<file path="config.mk">
export PLATFORM = sky130hd
export DESIGN_NAME = cmp_pwm_ctrl
export DESIGN_NICKNAME = d
export VERILOG_FILES = /design/src/core/cmp_pkg.sv /design/src/core/cmp_pwm_ctrl.sv
export VERILOG_INCLUDE_DIRS = /design/src /design/src/core
export SDC_FILE = /design/constraint.sdc
export NUM_CORES = 1
export LEC_CHECK = 0
export ABC_AREA = 1
export BUFFER_PORTS_ARGS = -buffer_cell sky130_fd_sc_hd__buf_2
export CAP_MARGIN = 10
export CORE_MARGIN = 2
export CORE_UTILIZATION = 40
export DETAILED_ROUTE_END_ITERATION = 10
export GPL_ROUTABILITY_DRIVEN = 0
export PLACE_DENSITY = 0.62
export SLEW_MARGIN = 20
export SYNTH_ARGS = -nofsm -noshare
export SYNTH_HDL_FRONTEND = slang
export SYNTH_SLANG_ARGS = --single-unit
</file>
<file path="constraint.sdc">
create_clock -name clock_i -period 9.32 [get_ports clock_i]
set_input_delay 1.398 -clock clock_i [delete_from_list [all_inputs] [get_ports clock_i]]
set_output_delay 1.398 -clock clock_i [all_outputs]
set_load 0.005 [all_outputs]
</file>
<file path="src/core/cmp_regs.svh">
// Timing constants for the current-mode pulse-width controller
`ifndef CMP_REGS_SVH
`define CMP_REGS_SVH
`define CMP_CLK_NS 20
`define CMP_OSC_KHZ 100
`define CMP_PERIOD_CYC ((1000000 / `CMP_OSC_KHZ) / `CMP_CLK_NS)
`define CMP_DMAX_NUM 3
`define CMP_DMAX_DEN 4
`define CMP_DEAD_NS 156
`define CMP_DEAD_CYC ((`CMP_DEAD_NS + `CMP_CLK_NS - 1) / `CMP_CLK_NS)
`define CMP_LEB_NORM_NS 220
`define CMP_LEB_BURST_NS 180
`define CMP_LEB_NORM_CYC ((`CMP_LEB_NORM_NS + `CMP_CLK_NS - 1) / `CMP_CLK_NS)
`define CMP_LEB_BURST_CYC ((`CMP_LEB_BURST_NS + `CMP_CLK_NS - 1) / `CMP_CLK_NS)
`define CMP_SS_STEP_US 300
`define CMP_SS_STEP_CYC ((`CMP_SS_STEP_US * 1000) / `CMP_CLK_NS)
`define CMP_SS_STEPS 32
`define CMP_SS_TOTAL_MS 10
`define CMP_JIT_PCT 4
`define CMP_JIT_MS 4
`define CMP_JIT_DEV_CYC ((`CMP_PERIOD_CYC * `CMP_JIT_PCT) / 100)
`define CMP_JIT_STEP_CYC \
  ((`CMP_JIT_MS * 1000000 / `CMP_CLK_NS) / (4 * `CMP_JIT_DEV_CYC))
`define CMP_SENSE_GAIN_X100 325
`endif

</file>
<file path="src/core/cmp_pkg.sv">
// Types for the current-mode pulse-width controller
package cmp_pkg;
  typedef enum logic [1:0] {
    CMP_OFF = 2'b00,
    CMP_DEAD = 2'b01,
    CMP_ON = 2'b11,
    CMP_HOLD = 2'b10
  } cmp_phase_e;
  typedef struct packed {
    logic duty_trip;
    logic softstart_trip;
    logic peak_trip;
    logic burst_trip;
  } cmp_trips_s;
endpackage

</file>
<file path="src/core/cmp_pwm_ctrl.sv">
// Current-mode pulse-width controller with soft start and jitter
// Notes on behaviour
// - Sense above feedback ends on-time
// - Ramp switch closed during off interval
// - Gate held off about 156 ns
// - Blanked sense scaled by 3.25
// - Ramp sum feeds duty and softstart comparators
// - Soft start begins at supply turn-on
// - Soft-start level rises in 32 steps
// - Soft-start counter advances every 300 us
// - Soft start ends, sink off afterwards
// - Duty grows from zero to maximum
// - Soft start reruns at every restart
// - Nominal switching frequency 100 kHz
// - On-time at most 0.75 of period
// - Jitter +-4 percent, 4 ms, after softstart
// - Oscillator sets latch, comparators clear it
// - Cleared latch turns gate off immediately
// - Gate low while supply undervoltage
// - Peak limit trip ends the pulse
// - Sense ignored during leading-edge blanking
// - Burst limit active only in burst
// - Blanking 220 ns normal, 180 ns burst
// - Supply drop resets soft-start counter
`timescale 1ns/1ps
`include "cmp_regs.svh"
module cmp_pwm_ctrl
  import cmp_pkg::*;
#(
  parameter int PERIOD_CYC = `CMP_PERIOD_CYC,
  parameter int SS_STEP_CYC = `CMP_SS_STEP_CYC,
  parameter int SS_STEPS = `CMP_SS_STEPS,
  parameter int JIT_STEP_CYC = `CMP_JIT_STEP_CYC,
  parameter int JIT_DEV_CYC = `CMP_JIT_DEV_CYC
) (
  input wire logic clock_i, // 50 MHz system clock
  input wire logic reset_n_i, // Async reset, active low
  input wire logic supply_ok_i, // Supply above turn-on, lockout off
  input wire logic burst_mode_i, // Active burst mode entered
  input wire cmp_trips_s trips_i, // Comparator results, synchronous
  output logic gate_o, // Gate drive to power switch
  output logic ramp_switch_o, // Ramp switch closed when high
  output logic spike_blanking_o, // Sense path blanked when high
  output logic [4:0] softstart_level_o, // Soft-start step level
  output logic softstart_done_o // Soft start finished, sink off
);
  localparam int CW = 12;
  localparam int SW = $clog2(SS_STEP_CYC + 1);
  localparam int JW = $clog2(JIT_STEP_CYC + 1);
  localparam int DW = 8;
  localparam logic [DW-1:0] DEAD_N = DW'(`CMP_DEAD_CYC);
  localparam logic [DW-1:0] LEB_N = DW'(`CMP_LEB_NORM_CYC);
  localparam logic [DW-1:0] LEB_B = DW'(`CMP_LEB_BURST_CYC);
  localparam logic [CW-1:0] JDEV = CW'(JIT_DEV_CYC);
  localparam logic [CW-1:0] PER0 = CW'(PERIOD_CYC);

  // Maximum on-window length for a given period
  function automatic logic [CW-1:0] dmax(input logic [CW-1:0] per);
    logic [CW+1:0] p;
    p = {2'b00, per} * (CW+2)'(`CMP_DMAX_NUM);
    dmax = CW'(p / (CW+2)'(`CMP_DMAX_DEN));
  endfunction

  logic [CW-1:0] osc_cnt_r, osc_cnt_nxt;
  logic [CW-1:0] period_r;
  logic signed [CW:0] jit_r;
  logic jit_up_r;
  logic [JW-1:0] jit_div_r;
  logic [SW-1:0] ss_div_r;
  logic [5:0] ss_cnt_r;
  logic latch_r;
  cmp_phase_e phase_r, phase_nxt;
  logic [DW-1:0] dead_r, leb_r;

  // Oscillator: start pulse and max-duty window
  wire osc_wrap = (osc_cnt_r >= period_r - CW'(1));
  wire osc_start = supply_ok_i & osc_wrap;
  wire on_window = (osc_cnt_r < dmax(period_r));
  assign osc_cnt_nxt = osc_wrap ? '0 : osc_cnt_r + CW'(1);

  // Soft-start status and step tick
  wire ss_done = (ss_cnt_r >= 6'(SS_STEPS));
  wire ss_tick = (ss_div_r == SW'(SS_STEP_CYC - 1));

  // Blanking and reset sources; burst limit gated by burst mode
  wire blank = (leb_r != '0);
  wire burst_gate = trips_i.burst_trip & burst_mode_i;
  wire ss_gate = trips_i.softstart_trip & ~ss_done;
  wire reset_req = ~blank & (trips_i.duty_trip | ss_gate
                   | trips_i.peak_trip | burst_gate)
                   | ~on_window | ~supply_ok_i;
  wire set_req = (phase_r == CMP_DEAD) & (dead_r == DW'(1));

  // Gate phase sequencing
  always_comb begin
    phase_nxt = phase_r;
    case (phase_r)
      CMP_OFF: if (osc_start) phase_nxt = CMP_DEAD;
      CMP_DEAD: if (~supply_ok_i) phase_nxt = CMP_OFF;
        else if (set_req) phase_nxt = reset_req ? CMP_HOLD : CMP_ON;
      CMP_ON: if (reset_req) phase_nxt = CMP_HOLD;
      CMP_HOLD: if (osc_start) phase_nxt = CMP_DEAD;
        else if (~supply_ok_i) phase_nxt = CMP_OFF;
      default: phase_nxt = CMP_OFF;
    endcase
  end

  // Gate cleared in the cycle reset is requested, one cycle before the latch resets
  assign gate_o = latch_r & ~reset_req;
  assign ramp_switch_o = ~latch_r;
  assign spike_blanking_o = blank;
  assign softstart_level_o = ss_done ? 5'h1f : ss_cnt_r[4:0];
  assign softstart_done_o = ss_done;

  // Oscillator counter and jittered period
  always_ff @(posedge clock_i or negedge reset_n_i) begin
    if (!reset_n_i) begin
      osc_cnt_r <= '0;
      period_r <= PER0;
    end else begin
      osc_cnt_r <= supply_ok_i ? osc_cnt_nxt : '0;
      if (!supply_ok_i || !ss_done)
        period_r <= PER0;
      else if (osc_wrap)
        period_r <= CW'($signed({1'b0, PER0}) + jit_r);
    end
  end

  // Triangular jitter sweep, only after soft start
  always_ff @(posedge clock_i or negedge reset_n_i) begin
    if (!reset_n_i) begin
      jit_r <= '0;
      jit_up_r <= 1'b1;
      jit_div_r <= '0;
    end else if (!ss_done) begin
      jit_r <= '0;
      jit_div_r <= '0;
    end else if (jit_div_r == JW'(JIT_STEP_CYC - 1)) begin
      jit_div_r <= '0;
      jit_r <= jit_up_r ? jit_r + (CW+1)'(1) : jit_r - (CW+1)'(1);
      if (jit_up_r && jit_r == $signed({1'b0, JDEV}) - 1)
        jit_up_r <= 1'b0;
      else if (!jit_up_r && jit_r == -$signed({1'b0, JDEV}) + 1)
        jit_up_r <= 1'b1;
    end else begin
      jit_div_r <= jit_div_r + JW'(1);
    end
  end

  // Soft-start counter, cleared whenever supply drops
  always_ff @(posedge clock_i or negedge reset_n_i) begin
    if (!reset_n_i) begin
      ss_div_r <= '0;
      ss_cnt_r <= '0;
    end else if (!supply_ok_i) begin
      ss_div_r <= '0;
      ss_cnt_r <= '0;
    end else if (!ss_done) begin
      ss_div_r <= ss_tick ? '0 : ss_div_r + SW'(1);
      if (ss_tick)
        ss_cnt_r <= ss_cnt_r + 6'h01;
    end
  end

  // Phase, dead-time and blanking counters, on-time latch
  always_ff @(posedge clock_i or negedge reset_n_i) begin
    if (!reset_n_i) begin
      phase_r <= CMP_OFF;
      dead_r <= '0;
      leb_r <= '0;
      latch_r <= 1'b0;
    end else begin
      phase_r <= phase_nxt;
      if ((phase_r == CMP_OFF || phase_r == CMP_HOLD) && osc_start)
        dead_r <= DEAD_N;
      else if (dead_r != '0)
        dead_r <= dead_r - DW'(1);
      if (phase_r == CMP_DEAD && set_req && !reset_req)
        leb_r <= burst_mode_i ? LEB_B : LEB_N;
      else if (leb_r != '0)
        leb_r <= leb_r - DW'(1);
      latch_r <= (phase_nxt == CMP_ON);
    end
  end
endmodule

</file>
==> results of run 1 <==
## layer usage
metal  routed length, um  up-vias  GRT usage  share of wire
met2                5892       55     0.2670           0.45
met3                 431       15    0.04223          0.033
met1                6524     2350     0.2282           0.50
li1                    -     2785          -              -
met5                   0        -          0              0
met4                 167        0    0.03605          0.013
## cell usage in the layout, fill, tap and decap left out, types with 9 or more instances in the layout
cell / instances
a21oi_1: 61
xor2_1: 33
nor2_1: 98
inv_1: 116
buf_2: 15
o21ai_0: 42
nor3_1: 20
dfrtp_1: 82
nand2_1: 167
clkbuf_16: 9
nand4_1: 20
nand3_1: 46
ha_1: 70
## worst paths after layout
kind | end | cells after the start
setup reg to reg | osc_cnt_r[2] | 17
setup / recovery | gate_o | 15
hold / removal | jit_div_r[0] | 1
hold reg to reg | jit_div_r[0] | 1
min in group asynchronous | osc_cnt_r[1] | 1
max in group asynchronous | dead_r[0] | 2
## cell type report
cell class | instances | area [um2] | area share
clock buffers | 9 | 225.2 | 0.03216
clock inverters | 7 | 71.32 | 0.01018
inverters | 121 | 455.4 | 0.06503
multi-input cells | 622 | 3655 | 0.5219
flip-flops and latches | 89 | 2236 | 0.3193
well taps | 216 | 270.3 | 0.03859
repair buffers | 17 | 90.09 | 0.01286
## sequential cells by signal, indices dropped and copies added, names as in the netlist
name and flops:
ss_cnt_r 6, leb_r 8, jit_up_r 1, jit_r 13, ss_div_r 14, osc_cnt_r 12, period_r 12, phase_r 2
jit_div_r 12, dead_r 8, latch_r 1
## logic make-up after synthesis
group           Yosys count  share of synthesized area
buf+inv                 128                    0.07704
fa+ha+maj                72                     0.1435
xor+xnor                 38                    0.05215
simple gates            384                     0.2684
flops                    89                     0.3503
compound gates          128                     0.1086
## stage by stage
stage                 util  setup WS [ns]  hold WS [ns]  total power [uW]
finish              0.4457          4.626        0.4624             787.9
global route        0.4457          4.190        0.4918             820.9
CTS                 0.4457          4.587        0.4705             801.5
detailed placement  0.4268          4.998        0.4547             429.4
global placement    0.4268          5.065        0.4422             428.9
floorplan                -          5.377        0.4244             413.8
## report_power, final
part           switching (uW)  leakage [uW]  internal (uW)  total [uW]
combinational            19.9       0.00221           8.05        28.0
clock                     178      0.000139            189         367
sequential               3.42       0.00119            389         393
==> reports/metrics.yaml, run 1 <==
global_routing:
  antenna_found_initial: 0
  first_global_vias: 4774
  grt_overflow: 0
  grt_use_total: 0.1665
  grt_max_degree: 57
  grt_pass1_wl_mm: 22.49
timing:
  fin_crit_sh: 0.5036
  clock_skew_ns: 0.009277
  period_needed_ns: 4.694
  final_hold_viol_count: 0
  tns_ns: 0
  final-setup-viol-count: 0
  worstMarginPinSlew_ns: 0.7084
  fmax_mhz: 213.0
  maxSlewHeadroom: 0.5277
  finalMaxSlewViolations: 0
  grt_setup_unrepaired: "false"
worst_setup_path:
  cpLargestDelayFamily: "simple AND/OR/NAND/NOR gates"
  startpoint: "period_r[2]"
  cp_cell_sequence: "inv_1, ha_1, nand3_1, nand2_1, a21oi_1, o21ai_0, a21oi_1, ha_1, a21o_1, nor2_1, nand2_1, nor2_2, nand3_2, nor2_1, buf_2"
  endpoint_kind: "primary output"
  crit_path_top_delay_cell: "dfstp_2"
  crit_required_ns: 7.92
  cp.buffers_inverters: 2
  cpPeakStageDelay_ns: 0.59
  critPathArrivalTime_ns: 3.30
  cp_max_fo: 5
  startpoint_type: "flip-flop"
  critical_path_class: "reg -> out"
  rr_startpoint: "period_r[2]"
  r2r_slack_ns: 6.00
clocking:
  numCtsBuffers: 9
  ctsResizeCount: 0
  cts_tree: "built"
  clock-sinks: 89
  htreeDepth: 3
  clockBufferDepth: 2
  path_clk_slew_ns: 0.08
  insertion_delay_ns: 0.36
  postCtsSetupRepairBufs: 0
  cts_hold_buf: 0
  cts_root_buf: "clkbuf_16"
final_layout:
  design_area_um2: 7003
  num_antenna_cells: 0
  final_cells: 1081
  area_growth_pct: 9.724
  drive_above_1_share: 0.07861
  final_nets: 940
  fillers: 1559
job:
  maxCapViolCount: 0
worst_hold_path:
  hold_path.class: "reg -> reg"
  worstHoldStart: "jit_div_r[0]"
pwr:
  vdd_drop_max_mv: 0.08421
  cellPowerDensity_nw_per_um2: 112.5
  leakagePower_uw: 0.003535
die:
  io_pins: 17
  dieArea_um2: 16980
  die_x_um: 130.3
  die_h_um: 130.3
  num_rows: 46
  start_util: 0.4062
  coreArea_um2: 15710
synth:
  synth_top_area_cell: "dfrtp_1"
  synthTopCellsByArea: "dfrtp_1 (32%), ha_1 (14%), nand2_1 (9.8%)"
  netlist_area_um2: 6382
  synth_edf_count: 0
  synth-seq-cells: 89
  syn_inst: 839
  synth_cell_types: 44
  synthFlopType: "dfrtp_1"
  yosysSeqAreaShare: 0.3503
  synth_most_common_cell: "nand2_1"
  syn_nets: 919
  yosysTopAreaCellShare: 0.3215
  netlist_top_cells_count: "nand2_1 (167), inv_1 (116), nor2_1 (98)"
  async_flop_share: 1.000
  avgSynthCellArea_um2: 7.607
  ys_warn_count: 0
status:
  status: "completed"
drt:
  num_vias: 5205
  post-route-drc-count: 0
  via_per_inst: 4.815
  first_iter_violations: 340
  wl_per_cell_um: 12.04
  ant_nets: 0
  drt-pass1-iter-count: 4
  finalWirelength_mm: 13.02
placement:
  dp.cells: 1065
  numPortBuffers: 16
  dpl_cell_area_um2: 6706
  dp_hpwl_mm: 9.895
No activity file was read; power rests on OpenSTA's default activity.
==> run 2: changes to the inputs <==
Settings changed: PLACE_DENSITY 0.62 to 0.64.
Clock period 9.32 ns to 4.28 ns, I/O delays scaled along.
==> run 2 against run 1 <==
Against the previous run:
- global-route usage fell by 0.21 points
- cell count did not move
- sequential share of layout area rose by 0.051 points
- critical path depth rose by 1
- wire length fell by 0.71%
- highest routed layer unchanged
- critical endpoint unchanged
- clock power rose by 110%
- clock-buffer cell count did not move
- non-clock buffer count did not move
- register-to-register slack got worse by 5.1 ns
- clock skew rose by 0.0039 ns
- critical path type unchanged
- first-iteration DRC count fell by 22%
==> reports/metrics.yaml, run 2 (synthesized netlist as in run 1, its figures left out) <==
status:
  status: "completed"
timing:
  tns_ns: 0  # unchanged
  fin_crit_sh: 0.9183
  final-setup-viol-count: 0  # unchanged
  clock_skew_ns: 0.01319  # +0.003911 ns
  period_needed_ns: 3.930
  maxSlewHeadroom: 0.4164  # -0.1113
  worstMarginPinSlew_ns: 0.8754  # +0.1670 ns
  grt_setup_unrepaired: "false"
  finalMaxSlewViolations: 0  # unchanged
  final_hold_viol_count: 0  # unchanged
  fmax_mhz: 254.4
worst_setup_path:
  crit_required_ns: 3.64  # -4.28 ns
  cp_max_fo: 5  # unchanged
  cpPeakStageDelay_ns: 0.59  # about the same
  critical_path_class: "reg -> out"
  cpLargestDelayFamily: "simple AND/OR/NAND/NOR gates"
  cp.buffers_inverters: 2  # unchanged
  r2r_slack_ns: 0.94  # -5.06 ns
  cp_cell_sequence: "inv_1, ha_1, a21oi_1, nand2_1, a21oi_1, o21ai_0, xnor2_1, ha_1, nand2_1, a21oi_1, nor2_1, nand2_1, nor2_2, nand3_2, nor2_1, buf_2"
  endpoint_kind: "primary output"
  critPathArrivalTime_ns: 3.29  # about the same
  startpoint_type: "flip-flop"
  crit_path_top_delay_cell: "dfstp_2"
global_routing:
  grt_use_total: 0.1644  # -0.002059
  antenna_found_initial: 0  # unchanged
  grt_max_degree: 66  # +16%
  grt_pass1_wl_mm: 22.41  # -0.37%
  first_global_vias: 4906  # +2.8%
  grt_overflow: 0  # unchanged
die:
  coreArea_um2: 15710  # unchanged
  dieArea_um2: 16980  # unchanged
  die_h_um: 130.3  # unchanged
  start_util: 0.4062  # unchanged
  die_x_um: 130.3  # unchanged
  io_pins: 17  # unchanged
  num_rows: 46  # unchanged
clocking:
  insertion_delay_ns: 0.35  # about the same
  cts_hold_buf: 0  # unchanged
  htreeDepth: 3  # unchanged
  numCtsBuffers: 9  # unchanged
  cts_root_buf: "clkbuf_16"
  clock-sinks: 89  # unchanged
  ctsResizeCount: 0  # unchanged
  cts_tree: "built"
  path_clk_slew_ns: 0.07  # about the same
  clockBufferDepth: 2  # unchanged
  postCtsSetupRepairBufs: 0  # unchanged
drt:
  post-route-drc-count: 0  # unchanged
  num_vias: 5291  # +1.7%
  via_per_inst: 4.895  # +1.7%
  finalWirelength_mm: 12.93  # -0.71%
  drt-pass1-iter-count: 6  # +2
  wl_per_cell_um: 11.96  # -0.71%
  ant_nets: 0  # unchanged
  first_iter_violations: 264  # -22%
placement:
  numPortBuffers: 16  # unchanged
  dpl_cell_area_um2: 6706  # unchanged
  dp_hpwl_mm: 9.768  # -1.3%
final_layout:
  fillers: 1617  # +3.7%
  num_antenna_cells: 0  # unchanged
  top_register: "ss_div_r"
  largest_reg_flops: 14  # unchanged
  design_area_um2: 6992  # -0.16%
  drive_above_1_share: 0.07861  # unchanged
  area_growth_pct: 9.547
  mostFrequentLayoutCells: "nand2_1 (167), inv_1 (116), nor2_1 (98)"
  final_nets: 940  # unchanged
  layout_commonest_cell: "nand2_1"
  final_core_util: 0.4450  # -0.0007170
  largestRegisters: "ss_div_r x14, jit_r x13"
worst_hold_path:
  hold_path.class: "in -> async"
pwr:
  leakagePower_uw: 0.003532  # about the same
  finalPower_uw: 1691  # +110%
  cellPowerDensity_nw_per_um2: 241.9  # +120%
  vdd_drop_max_mv: 0.1984  # +140%
job:
  maxCapViolCount: 0  # unchanged
run 2: cell count changes in the layout (fill, tap and decap cells not counted):
cell / previous run / this run
clkinv_2: 1 / 2
clkinv_8: 1 / 0
run 2: metrics by stage:
| stage | hold WS (ns) | setup WS (ns) | std cells |
|---|---|---|---|
| 6_report | 0.3681 | 0.3497 | 1081 |
| 5_1_grt | 0.4787 | 0.03964 | 1081 |
| 4_1_cts | 0.4429 | 0.3284 | 1081 |
| 3_5_place_dp | 0.4490 | 0.7245 | 1065 |
| 3_3_place_gp | 0.4414 | 0.7706 | 1065 |
| 2_1_floorplan | 0.3464 | 1.093 | 839 |
run 2: metal layers:
layer / track usage / share of wire / vias up
met4: 0.03669 / 0.0080 / 0
met3: 0.03977 / 0.031 / 9
met1: 0.2232 / 0.50 / 2426
met5: 0 / 0 / -
li1: - / - / 2799
met2: 0.2670 / 0.46 / 57
run 2: power breakdown:
part | total (uW) | switching (uW) | internal [uW]
logic | 61.5 | 43.9 | 17.7
registers | 855 | 7.15 | 848
clock network | 775 | 369 | 405
run 2: path summary, 6_finish.rpt:
kind                               from            to  depth (start not counted)
setup / recovery            period_r[2]        gate_o                         16
hold / removal                reset_n_i  osc_cnt_r[0]                          1
setup reg to reg            period_r[2]  osc_cnt_r[2]                         17
hold reg to reg            jit_div_r[0]  jit_div_r[0]                          1
max in group asynchronous     reset_n_i  jit_div_r[3]                          2
min in group clock_i       jit_div_r[0]  jit_div_r[0]                          1
run 2: area by class of cell:
| cell class | count | area, um2 | share of cell area |
|---|---|---|---|
| Sequential cell | 89 | 2236 | 0.3198 |
| Inverter | 121 | 455.4 | 0.06514 |
| Clock buffer | 9 | 225.2 | 0.03221 |
| Timing Repair Buffer | 17 | 90.09 | 0.01288 |
| Tap cell | 216 | 270.3 | 0.03865 |
| Clock inverter | 7 | 60.06 | 0.008590 |
| Multi-Input combinational cell | 622 | 3655 | 0.5227 |
